$ cat config.mk
export PLATFORM = sky130hd
export DESIGN_NAME = port_wake_and_interrupt_regs
export DESIGN_NICKNAME = d
export VERILOG_FILES = /design/src/hw/port_wake_pkg.sv /design/src/hw/port_wake_and_interrupt_regs.sv
export SDC_FILE = /design/constraint.sdc
export NUM_CORES = 1
export LEC_CHECK = 0
export BUFFER_PORTS_ARGS = -buffer_cell sky130_fd_sc_hd__buf_2
export CORE_MARGIN = 5
export CORE_UTILIZATION = 58
export DETAILED_ROUTE_END_ITERATION = 8
export HOLD_SLACK_MARGIN = 0.06
export PLACE_DENSITY = 0.86
export RECOVER_POWER = 25
export SYNTH_ARGS = -nofsm -noshare
export SYNTH_HDL_FRONTEND = slang
export SYNTH_SLANG_ARGS = --single-unit
$ cat constraint.sdc
create_clock -name clock -period 7.6 [get_ports clock]
set_input_delay 1.14 -clock clock [delete_from_list [all_inputs] [get_ports clock]]
set_output_delay 1.14 -clock clock [all_outputs]
set_load 0.005 [all_outputs]
$ cat src/hw/port_wake_pkg.sv
// Purpose: constants and carrier types for the port wake and interrupt registers
// Assumes: word-indexed registers, byte address is four times the index
// Notes: port slots 0-3 are transceiver ports, slot 4 is the external MAC port
package port_wake_pkg;
  localparam int NUM_PORTS = 5;
  localparam logic [2:0] MAC_SLOT = 3'h4;
  localparam logic [2:0] NO_SLOT = 3'h7;
  localparam logic [3:0] MAC_PORT_NUM = 4'h7;
  // Register indices within a port page
  localparam logic [11:0] OFS_WAKE_EVENT = 12'h013;
  localparam logic [11:0] OFS_WAKE_ENABLE = 12'h017;
  localparam logic [11:0] OFS_INT_STATUS = 12'h01B;
  localparam logic [11:0] OFS_INT_MASK = 12'h01F;
  // Block-level registers in page 0
  localparam logic [15:0] IDX_IRQ_STATUS = 16'h0100;
  localparam logic [15:0] IDX_IRQ_MASK = 16'h0101;
  localparam logic [15:0] IDX_MAC_BASE = 16'h0200;
  localparam int MAC_BYTES = 6;
  // Field positions
  localparam int BIT_MAGIC = 2;
  localparam int BIT_LINK = 1;
  localparam int BIT_ENERGY = 0;
  localparam int BIT_TS = 2;
  localparam int BIT_XCVR = 1;
  localparam int BIT_ACL = 0;
  // Implemented bits per port kind
  localparam logic [2:0] WAKE_BITS_PHY = 3'h7;
  localparam logic [2:0] WAKE_BITS_MAC = 3'h4;
  localparam logic [2:0] INT_BITS_PHY = 3'h7;
  localparam logic [2:0] INT_BITS_MAC = 3'h1;
  // Reset values
  localparam logic [2:0] RST_PORT_REG = 3'h0;
  localparam logic [4:0] RST_IRQ_REG = 5'h00;
  localparam logic [7:0] RST_MAC_BYTE = 8'h00;
  localparam logic [31:0] RST_WB_DATA = 32'h0000_0000;

  typedef struct packed {
    logic valid;
    logic [2:0] port;
    logic [47:0] dst;
  } magic_frame_s;
endpackage : port_wake_pkg
$ cat src/hw/port_wake_and_interrupt_regs.sv
// Purpose: per-port wake source and port interrupt registers on classic Wishbone
// Assumes: detector inputs synchronous to clock; pulses last one cycle
// Notes: wake pin and interrupt outputs are active high and registered
`timescale 1ns/10ps
`default_nettype none
module port_wake_and_interrupt_regs
  import port_wake_pkg::*;
#(
  parameter int ADR_W = 18
) (
  input wire logic clock,
  input wire logic rst_n,
  input wire logic wb_cyc_i,
  input wire logic wb_stb_i,
  input wire logic wb_we_i,
  input wire logic [ADR_W-1:0] wb_adr_i,
  input wire logic [31:0] wb_dat_i,
  input wire logic [3:0] wb_sel_i,
  output logic wb_ack_o,
  output logic [31:0] wb_dat_o,
  input wire magic_frame_s magic_frame,
  input wire logic [NUM_PORTS-1:0] link_up_det,
  input wire logic [NUM_PORTS-1:0] energy_det,
  input wire logic [NUM_PORTS-1:0] ts_irq,
  input wire logic [NUM_PORTS-1:0] xcvr_irq,
  input wire logic [NUM_PORTS-1:0] acl_irq,
  output logic wake_request_pin,
  output logic [NUM_PORTS-1:0] port_irq,
  output logic irq
);

  function automatic logic [2:0] port_slot(input logic [3:0] n);
    if (n >= 4'h1 && n <= 4'h4) begin
      return 3'(n - 4'h1);
    end else if (n == MAC_PORT_NUM) begin
      return MAC_SLOT;
    end else begin
      return NO_SLOT;
    end
  endfunction : port_slot

  function automatic logic [2:0] avail(input int p, input logic [2:0] phy,
                                       input logic [2:0] mac);
    return (p == int'(MAC_SLOT)) ? mac : phy;
  endfunction : avail

  logic [NUM_PORTS-1:0][2:0] evt_reg;
  logic [NUM_PORTS-1:0][2:0] wen_reg;
  logic [NUM_PORTS-1:0][2:0] sts_reg;
  logic [NUM_PORTS-1:0][2:0] msk_reg;
  logic [MAC_BYTES-1:0][7:0] mac_reg;
  logic [4:0] ists_reg;
  logic [4:0] imsk_reg;
  logic [47:0] mac_addr;
  logic [15:0] idx;
  logic [11:0] low;
  logic [2:0] slot;
  logic acc;
  logic wr;
  logic [7:0] wd;
  logic [NUM_PORTS-1:0] wr_evt;
  logic [NUM_PORTS-1:0] wr_wen;
  logic [NUM_PORTS-1:0] wr_msk;
  logic [NUM_PORTS-1:0] acl_clr;
  logic [NUM_PORTS-1:0] magic_hit;
  logic [NUM_PORTS-1:0] preq;
  logic [MAC_BYTES-1:0] wr_mac;
  logic wr_ists;
  logic wr_imsk;
  logic wake_next;
  logic [7:0] rd_next;

  // Byte 0 is the first byte on the wire
  always_comb begin
    for (int k = 0; k < MAC_BYTES; k++) begin
      mac_addr[47-8*k -: 8] = mac_reg[k];
    end
  end

  // Bus decode
  always_comb begin
    idx = wb_adr_i[17:2];
    low = idx[11:0];
    slot = port_slot(idx[15:12]);
    acc = wb_cyc_i && wb_stb_i && !wb_ack_o;
    wr = acc && wb_we_i && wb_sel_i[0];
    wd = wb_dat_i[7:0];
    for (int p = 0; p < NUM_PORTS; p++) begin
      wr_evt[p] = wr && slot == 3'(p) && low == OFS_WAKE_EVENT;
      wr_wen[p] = wr && slot == 3'(p) && low == OFS_WAKE_ENABLE;
      wr_msk[p] = wr && slot == 3'(p) && low == OFS_INT_MASK;
      acl_clr[p] = wr_msk[p] && (wd[BIT_ACL] != msk_reg[p][BIT_ACL]);
    end
    for (int k = 0; k < MAC_BYTES; k++) begin
      wr_mac[k] = wr && idx == IDX_MAC_BASE + 16'(k);
    end
    wr_ists = wr && idx == IDX_IRQ_STATUS;
    wr_imsk = wr && idx == IDX_IRQ_MASK;
  end

  // Magic packet qualification against the switch address
  always_comb begin
    for (int p = 0; p < NUM_PORTS; p++) begin
      magic_hit[p] = magic_frame.valid && magic_frame.port == 3'(p)
                     && magic_frame.dst == mac_addr;
    end
  end

  // Wake event flags; a new event wins over the clear
  always_ff @(posedge clock) begin
    if (!rst_n) begin
      evt_reg <= {NUM_PORTS{RST_PORT_REG}};
    end else begin
      for (int p = 0; p < NUM_PORTS; p++) begin
        evt_reg[p] <= ((evt_reg[p] & ~(wr_evt[p] ? wd[2:0] : 3'h0))
                      | {magic_hit[p], link_up_det[p], energy_det[p]})
                      & avail(p, WAKE_BITS_PHY, WAKE_BITS_MAC);
      end
    end
  end

  // Wake source enables
  always_ff @(posedge clock) begin
    if (!rst_n) begin
      wen_reg <= {NUM_PORTS{RST_PORT_REG}};
    end else begin
      for (int p = 0; p < NUM_PORTS; p++) begin
        if (wr_wen[p]) begin
          wen_reg[p] <= wd[2:0] & avail(p, WAKE_BITS_PHY, WAKE_BITS_MAC);
        end
      end
    end
  end

  // Wake pin from enabled events only
  always_comb begin
    wake_next = 1'b0;
    for (int p = 0; p < NUM_PORTS; p++) begin
      wake_next = wake_next | (|(evt_reg[p] & wen_reg[p]));
    end
  end

  always_ff @(posedge clock) begin
    if (!rst_n) begin
      wake_request_pin <= 1'b0;
    end else begin
      wake_request_pin <= wake_next;
    end
  end

  // Port status: summaries of port-local sources only
  always_ff @(posedge clock) begin
    if (!rst_n) begin
      sts_reg <= {NUM_PORTS{RST_PORT_REG}};
    end else begin
      for (int p = 0; p < NUM_PORTS; p++) begin
        sts_reg[p][BIT_TS] <= ts_irq[p] && p != int'(MAC_SLOT);
        sts_reg[p][BIT_XCVR] <= xcvr_irq[p] && p != int'(MAC_SLOT);
        sts_reg[p][BIT_ACL] <= (sts_reg[p][BIT_ACL] && !acl_clr[p])
                               || acl_irq[p];
      end
    end
  end

  // Port masks, one disables
  always_ff @(posedge clock) begin
    if (!rst_n) begin
      msk_reg <= {NUM_PORTS{RST_PORT_REG}};
    end else begin
      for (int p = 0; p < NUM_PORTS; p++) begin
        if (wr_msk[p]) begin
          msk_reg[p] <= wd[2:0] & avail(p, INT_BITS_PHY, INT_BITS_MAC);
        end
      end
    end
  end

  always_comb begin
    for (int p = 0; p < NUM_PORTS; p++) begin
      preq[p] = |(sts_reg[p] & ~msk_reg[p]);
    end
  end

  always_ff @(posedge clock) begin
    if (!rst_n) begin
      port_irq <= '0;
    end else begin
      port_irq <= preq;
    end
  end

  // Block interrupt: rising port request is sticky, write one clears
  always_ff @(posedge clock) begin
    if (!rst_n) begin
      ists_reg <= RST_IRQ_REG;
    end else begin
      ists_reg <= (ists_reg & ~(wr_ists ? wd[4:0] : 5'h00)) | (preq & ~port_irq);
    end
  end

  always_ff @(posedge clock) begin
    if (!rst_n) begin
      imsk_reg <= RST_IRQ_REG;
    end else if (wr_imsk) begin
      imsk_reg <= wd[4:0];
    end
  end

  always_ff @(posedge clock) begin
    if (!rst_n) begin
      irq <= 1'b0;
    end else begin
      irq <= |(ists_reg & imsk_reg);
    end
  end

  // Switch address bytes
  always_ff @(posedge clock) begin
    if (!rst_n) begin
      mac_reg <= {MAC_BYTES{RST_MAC_BYTE}};
    end else begin
      for (int k = 0; k < MAC_BYTES; k++) begin
        if (wr_mac[k]) begin
          mac_reg[k] <= wd;
        end
      end
    end
  end

  // Read mux; unmapped reads return zero
  always_comb begin
    rd_next = 8'h00;
    if (slot != NO_SLOT) begin
      if (low == OFS_WAKE_EVENT) begin
        rd_next = {5'h00, evt_reg[slot]};
      end else if (low == OFS_WAKE_ENABLE) begin
        rd_next = {5'h00, wen_reg[slot]};
      end else if (low == OFS_INT_STATUS) begin
        rd_next = {5'h00, sts_reg[slot]};
      end else if (low == OFS_INT_MASK) begin
        rd_next = {5'h00, msk_reg[slot]};
      end
    end else if (idx == IDX_IRQ_STATUS) begin
      rd_next = {3'h0, ists_reg};
    end else if (idx == IDX_IRQ_MASK) begin
      rd_next = {3'h0, imsk_reg};
    end else if (idx >= IDX_MAC_BASE && idx < IDX_MAC_BASE + 16'(MAC_BYTES)) begin
      rd_next = mac_reg[3'(idx - IDX_MAC_BASE)];
    end
  end

  // Ack one cycle after the request, dropped the next cycle
  always_ff @(posedge clock) begin
    if (!rst_n) begin
      wb_ack_o <= 1'b0;
      wb_dat_o <= RST_WB_DATA;
    end else begin
      wb_ack_o <= acc;
      if (acc && !wb_we_i) begin
        wb_dat_o <= {24'h000000, rd_next};
      end
    end
  end
endmodule : port_wake_and_interrupt_regs
`default_nettype wire

# Word level (Yosys, flattened, before mapping)
# Index checks and enable logic that the tools add are counted.
[classes]
addsub = 2
magnitude_cmp = 6
eq_ne = 28
mux = 26
bitwise = 40
reduce_logical = 80
[op_table]
columns = ["cell", "count"]
rows = [
  ["== test 16 x 10 -> 1 bit, second input constant", 6],
  ["logical AND 1 bit", 55],
  ["== test 12 x 5 -> 1 bit, second input constant", 4],
  ["== test 48 bit", 1],
  ["bitwise AND 3 bit", 15],
  ["2-to-1 mux 3 bit", 14],
  ["2-to-1 mux 8 bit", 5],
  ["binary-select mux 3 bit (select 3 bit)", 4],
  ["== test 16 x 9 -> 1 bit, second input constant", 2],
  ["OR reduction 3 bit", 10],
  ["inverter 3 bit", 9],
  ["binary-select mux 8 bit (select 3 bit)", 1],
  ["greater-or-equal comparator 16 x 10 -> 1 bit, second input constant", 1],
  ["less-than comparator 16 x 10 -> 1 bit, second input constant", 1],
  ["bitwise AND 5 bit", 3],
  ["OR 3 bit", 5],
  ["== test 3 x 2 -> 1 bit, second input constant", 4],
  ["inverter 5 bit", 2],
  ["less-than comparator 3 x 4 -> 1 bit, second input constant", 2],
  ["logical NOT 1 bit", 7],
  ["== test 3 x 1 -> 1 bit, second input constant", 2],
  ["== test 3 bit, second input constant", 2],
  ["logical NOT 3 bit", 2],
  ["subtractor 3 x 1 -> 3 bit, second input constant", 2],
  ["12 further kinds", 23],
]
[totals]
register_bits = 130
input_bits = 136
out_inout_bits = 40
elab_cells = 217

# Depth between registers and ports, before layout
[logic_depth]
ltp_word = 10
mapped_depth = 12
mapped_depth_nobuf = 8

# Worst setup path after synthesis
# Ideal clock, no wire load.
[synth_timing]
kind = "input to register"
start = "input port wb_adr_i[14]"
end = "register sts_reg[3] in the netlist's numbering"
setup_ns = 0.115
arrival_time_ns = 3.404
t_required_ns = 7.485
slack_ns = 4.081
path_stages = 10
path_buffers = 2
cell_sequence = "clkbuf_1 inv_1 ha_1 or2_2 a21o_1 nor4_1 buf_2 nand2_1 o21a_1 o21a_1"
[synth_between]
elab_chain_cells = 10
elab_cells_between_ends = 14
cone_classes = "add/sub (1); order compare (2); eq/ne (2); mux (2); reduce/logical (7)"
[synth_rtl]
columns = ["item", "line_no", "source"]
rows = [
  ["from (decl)", "port_wake_and_interrupt_regs.sv:16", "input wire logic [ADR_W-1:0] wb_adr_i,"],
  ["greater-or-equal comparator 4 x 1 -> 1 bit, or another cell as far along", "port_wake_and_interrupt_regs.sv:33", "if (n >= 4'h1 && n <= 4'h4) begin"],
  ["logical AND 1 bit or 2-to-1 mux 2 bit (tied branches)", "port_wake_and_interrupt_regs.sv:33, port_wake_and_interrupt_regs.sv:35", ""],
  ["2-to-1 mux 3 bit (*)", "port_wake_and_interrupt_regs.sv:33", ""],
  ["== test 3 x 1 -> 1 bit (*)", "port_wake_and_interrupt_regs.sv:91", "wr_msk[p] = wr && slot == 3'(p) && low == OFS_INT_MASK;"],
  ["logical AND 1 bit (*) (2 in a row)", "port_wake_and_interrupt_regs.sv:91", ""],
  ["logical AND 1 bit (*)", "port_wake_and_interrupt_regs.sv:92", "acl_clr[p] = wr_msk[p] && (wd[BIT_ACL] != msk_reg[p][BIT_ACL]);"],
  ["logical NOT 1 bit (*)", "port_wake_and_interrupt_regs.sv:159", "sts_reg[p][BIT_ACL] <= (sts_reg[p][BIT_ACL] && !acl_clr[p])"],
  ["logical AND 1 bit (*)", "port_wake_and_interrupt_regs.sv:159", ""],
  ["logical OR 1 bit (*)", "port_wake_and_interrupt_regs.sv:160", "|| acl_irq[p];"],
  ["to (signal, indexed assignment)", "port_wake_and_interrupt_regs.sv:157", "sts_reg[p][BIT_TS] <= ts_irq[p] && p != int'(MAC_SLOT);"],
  ["to (signal, indexed assignment)", "port_wake_and_interrupt_regs.sv:158", "sts_reg[p][BIT_XCVR] <= xcvr_irq[p] && p != int'(MAC_SLOT);"],
  ["to (signal, indexed assignment)", "port_wake_and_interrupt_regs.sv:159", ""],
  ["to (decl)", "port_wake_and_interrupt_regs.sv:49", "logic [NUM_PORTS-1:0][2:0] sts_reg;"],
]
# Every way passes the cells marked *; elsewhere a longest branch is shown, timed or not.
# A chain may end at the register's enable or synchronous reset.

==> impl_metrics.yaml <==
critical_path:
  cp_max_fo: 128
  max_stage_delay_ps: 3160
  worst_ep_arrival_time_ps: 5370
  slowest_stage: "clkbuf_1"
  worst-setup-path-type: "in -> reg"
  worstPathRequired_ps: 7940
  cp_num_buf_inv: 2
  critPathLaunchType: "input pin"
  path_cells: "buf_2 -> clkbuf_1 -> o21ai_0 -> o31a_1 -> o31ai_1"
  path_delay_family: "buffers and inverters"
  end_kind: "register"
clock_tree:
  cts_tree: "done"
  insertion_delay_ps: 420
  cts_sinks: 126
  postCtsHoldBufs: 0
  clock-root-buffer: "clkbuf_16"
  clk_pin_slew_worst_paths_ps: 60
  cts_buffers: 17
  cts_setup_buffers: 0
  htree_levels: 4
  ctsResizeCount: 0
  ctsLongestPathBuffers: 2
drt:
  drtAntennaViolNets: 0
  wl_per_cell_um: 19.42
  drt-vias-per-instance: 6.047
  drt-total-wl_um: 20620
  post-route-drc-count: 0
  first_iter_violations: 799
  dr.pass1.iters: 6
  vias: 6422
status:
  violations: "max-capacitance violations, max-slew violations"
  outcome: "finished with violations"
synth:
  yosysTopAreaCellShare_pct: 35.12
  synth_flop_cell: "dfxtp_1"
  synth_edf_count: 0
  ys_seq_elements: 126
  ys_types: 67
  yosys.area.top_type: "dfxtp_1"
  syn_inst: 793
  yosysSeqAreaShare_pct: 35.12
  synthTopCellsByArea: "dfxtp_1, mux2i_1, nor2b_1"
  synthArstFlopShare_pct: 0
  yosysMostFrequentCell: "dfxtp_1"
  synthTopCellsByCount: "dfxtp_1, nor2b_1, mux2i_1"
  yosysWarnings: 0
  synth_area_mm2: 0.007183
  syn_avg_cell_area_um2: 9.058
die:
  core_area_mm2: 0.01206
  die_area_mm2: 0.01471
  start_util_pct: 59.55
  io-pin-count: 176
  die-height_um: 121.3
  fp-row-count: 40
  die_x_um: 121.3
min_path:
  hold_path_class: "reg -> reg"
grt:
  grt_max_degree: 129
  first_global_vias: 6118
  antenna_found_initial: 1
  grt_overflow: 0
  grt_pass1_wl_um: 32100
  track_usage_pct: 28.02
sta:
  setup_viol: 0
  worst-slew-pin-transition_ps: 4514
  tns_ps: 0
  fmax_mhz: 199.0
  fin_crit_sh_pct: 66.12
  relSlewSlack_pct: -200.9
  post-route-min-period_ps: 5025
  rsz0062_at_grt: "false"
  maxSlewViolCount: 129
  skew_ps: 5.868
  finalHoldViolCount: 0
layout:
  instances_no_fill: 1062
  finalNetCount: 1022
  drive_gt1_share_pct: 18.59
  ff_latch_area_mm2: 0.002522
  area_growth_pct: 15.71
  fillers: 917
  largest_reg_flops: 48
  multiInputGateArea_mm2: 0.004303
power:
  p_leak_nw: 3.722
  p_clk_share_pct: 49.3
  switchingPower_mw: 0.3856
  seqPwrFrac_pct: 40.9
  switching_share_pct: 23.06
  ir_drop_v: 0.0001432
  p_per_area_mw_per_mm2: 201.2
  p_int_mw: 1.287
  power_mw: 1.673
  combPwrFrac_pct: 9.7
placed_design:
  dp.cells: 1031
  port_buffers: 118
  dp_hpwl_um: 14420
  gp_congestion: 0.9264
job:
  max_cap_viol_count: 1
path summary, 6_finish.rpt:
kind / to / cells past startpoint / slack [ps] / start
hold / removal: wb_dat_o[3]$_SDFFE_PN0P_ / 2 / 470 / wb_dat_o[3]$_SDFFE_PN0P_
setup reg to reg: mac_addr[26]$_SDFFE_PN0P_ / 6 / 5040 / wb_ack_o$_SDFF_PN0_
setup / recovery: wb_dat_o[1]$_SDFFE_PN0P_ / 5 / 2570 / rst_n
hold reg to reg: wb_dat_o[3]$_SDFFE_PN0P_ / 2 / 470 / wb_dat_o[3]$_SDFFE_PN0P_
worst min-delay path: stages (launching register included):
cell      delay [ps]
dfxtp_1          310
nand2_1           50
a21boi_0          60
routing by layer:
layer / share of wire (%) / GRT usage (%) / vias to the layer above
met2: 46 / 43.42 / 431
met3: 10 / 6.807 / 77
li1: - / - / 2970
met4: 4.1 / 13.87 / 0
met5: 0 / 0 / -
met1: 40 / 36.35 / 2944
placed cells by master (no fill, tap or decap), types with 9 or more instances in the layout:
cell	n
a21oi_1	16
conb_1	24
o21a_1	29
clkbuf_16	17
a22oi_1	19
and2_1	9
buf_2	111
a21boi_0	31
nand3_1	34
dfxtp_1	126
nor4_1	17
nand4_1	9
clkbuf_1	10
nor2_1	21
xor2_1	48
nand2_1	47
o21ai_0	13
nor2b_1	83
mux2i_1	78
inv_1	18
through the flow:
| stage | worst slack [ps] | util [%] | area (um2) | hold slack (ps) |
|---|---|---|---|---|
| 5_1_grt | 2079 | 68.91 | 8312 | 513.3 |
| 3_3_place_gp | 3441 | 64.04 | 7724 | 452.5 |
| 4_1_cts | 3815 | 68.99 | 8322 | 476.0 |
| 6_report | 2575 | 68.91 | 8312 | 471.7 |
| 2_1_floorplan | 4081 | - | 7269 | 444.5 |
| 3_5_place_dp | 3388 | 64.04 | 7724 | 470.5 |
cells by family after synthesis:
kind of cell | count (synthesis) | share of synthesized area (%)
fa+ha+maj | 4 | 0.6968
flops | 126 | 35.12
simple gates | 270 | 21.97
xor+xnor | 53 | 6.462
other cells | 1 | 0.05221
mux | 88 | 13.22
buf+inv | 93 | 6.271
compound gates | 158 | 16.22
final cells by class:
type                    instances  area share, %
multi-input cells             597          51.77
diodes                          1        0.03011
inverters                      18         0.8129
clock buffers                  23          5.871
clock inverters                 7          1.325
repair buffers                122          7.316
well taps                     168          2.529
flip-flops and latches        126          30.35
power by group through the flow:
stage	sequential [mW]	clock [mW]	combinational [mW]
6_report	0.685	0.825	0.163
4_1_cts	0.684	0.831	0.157
5_1_grt	0.685	0.859	0.175
3_3_place_gp	0.698	0	0.153
3_5_place_dp	0.698	0	0.156
2_1_floorplan	0.694	0	0.108
No activity file was read; power rests on OpenSTA's default activity.
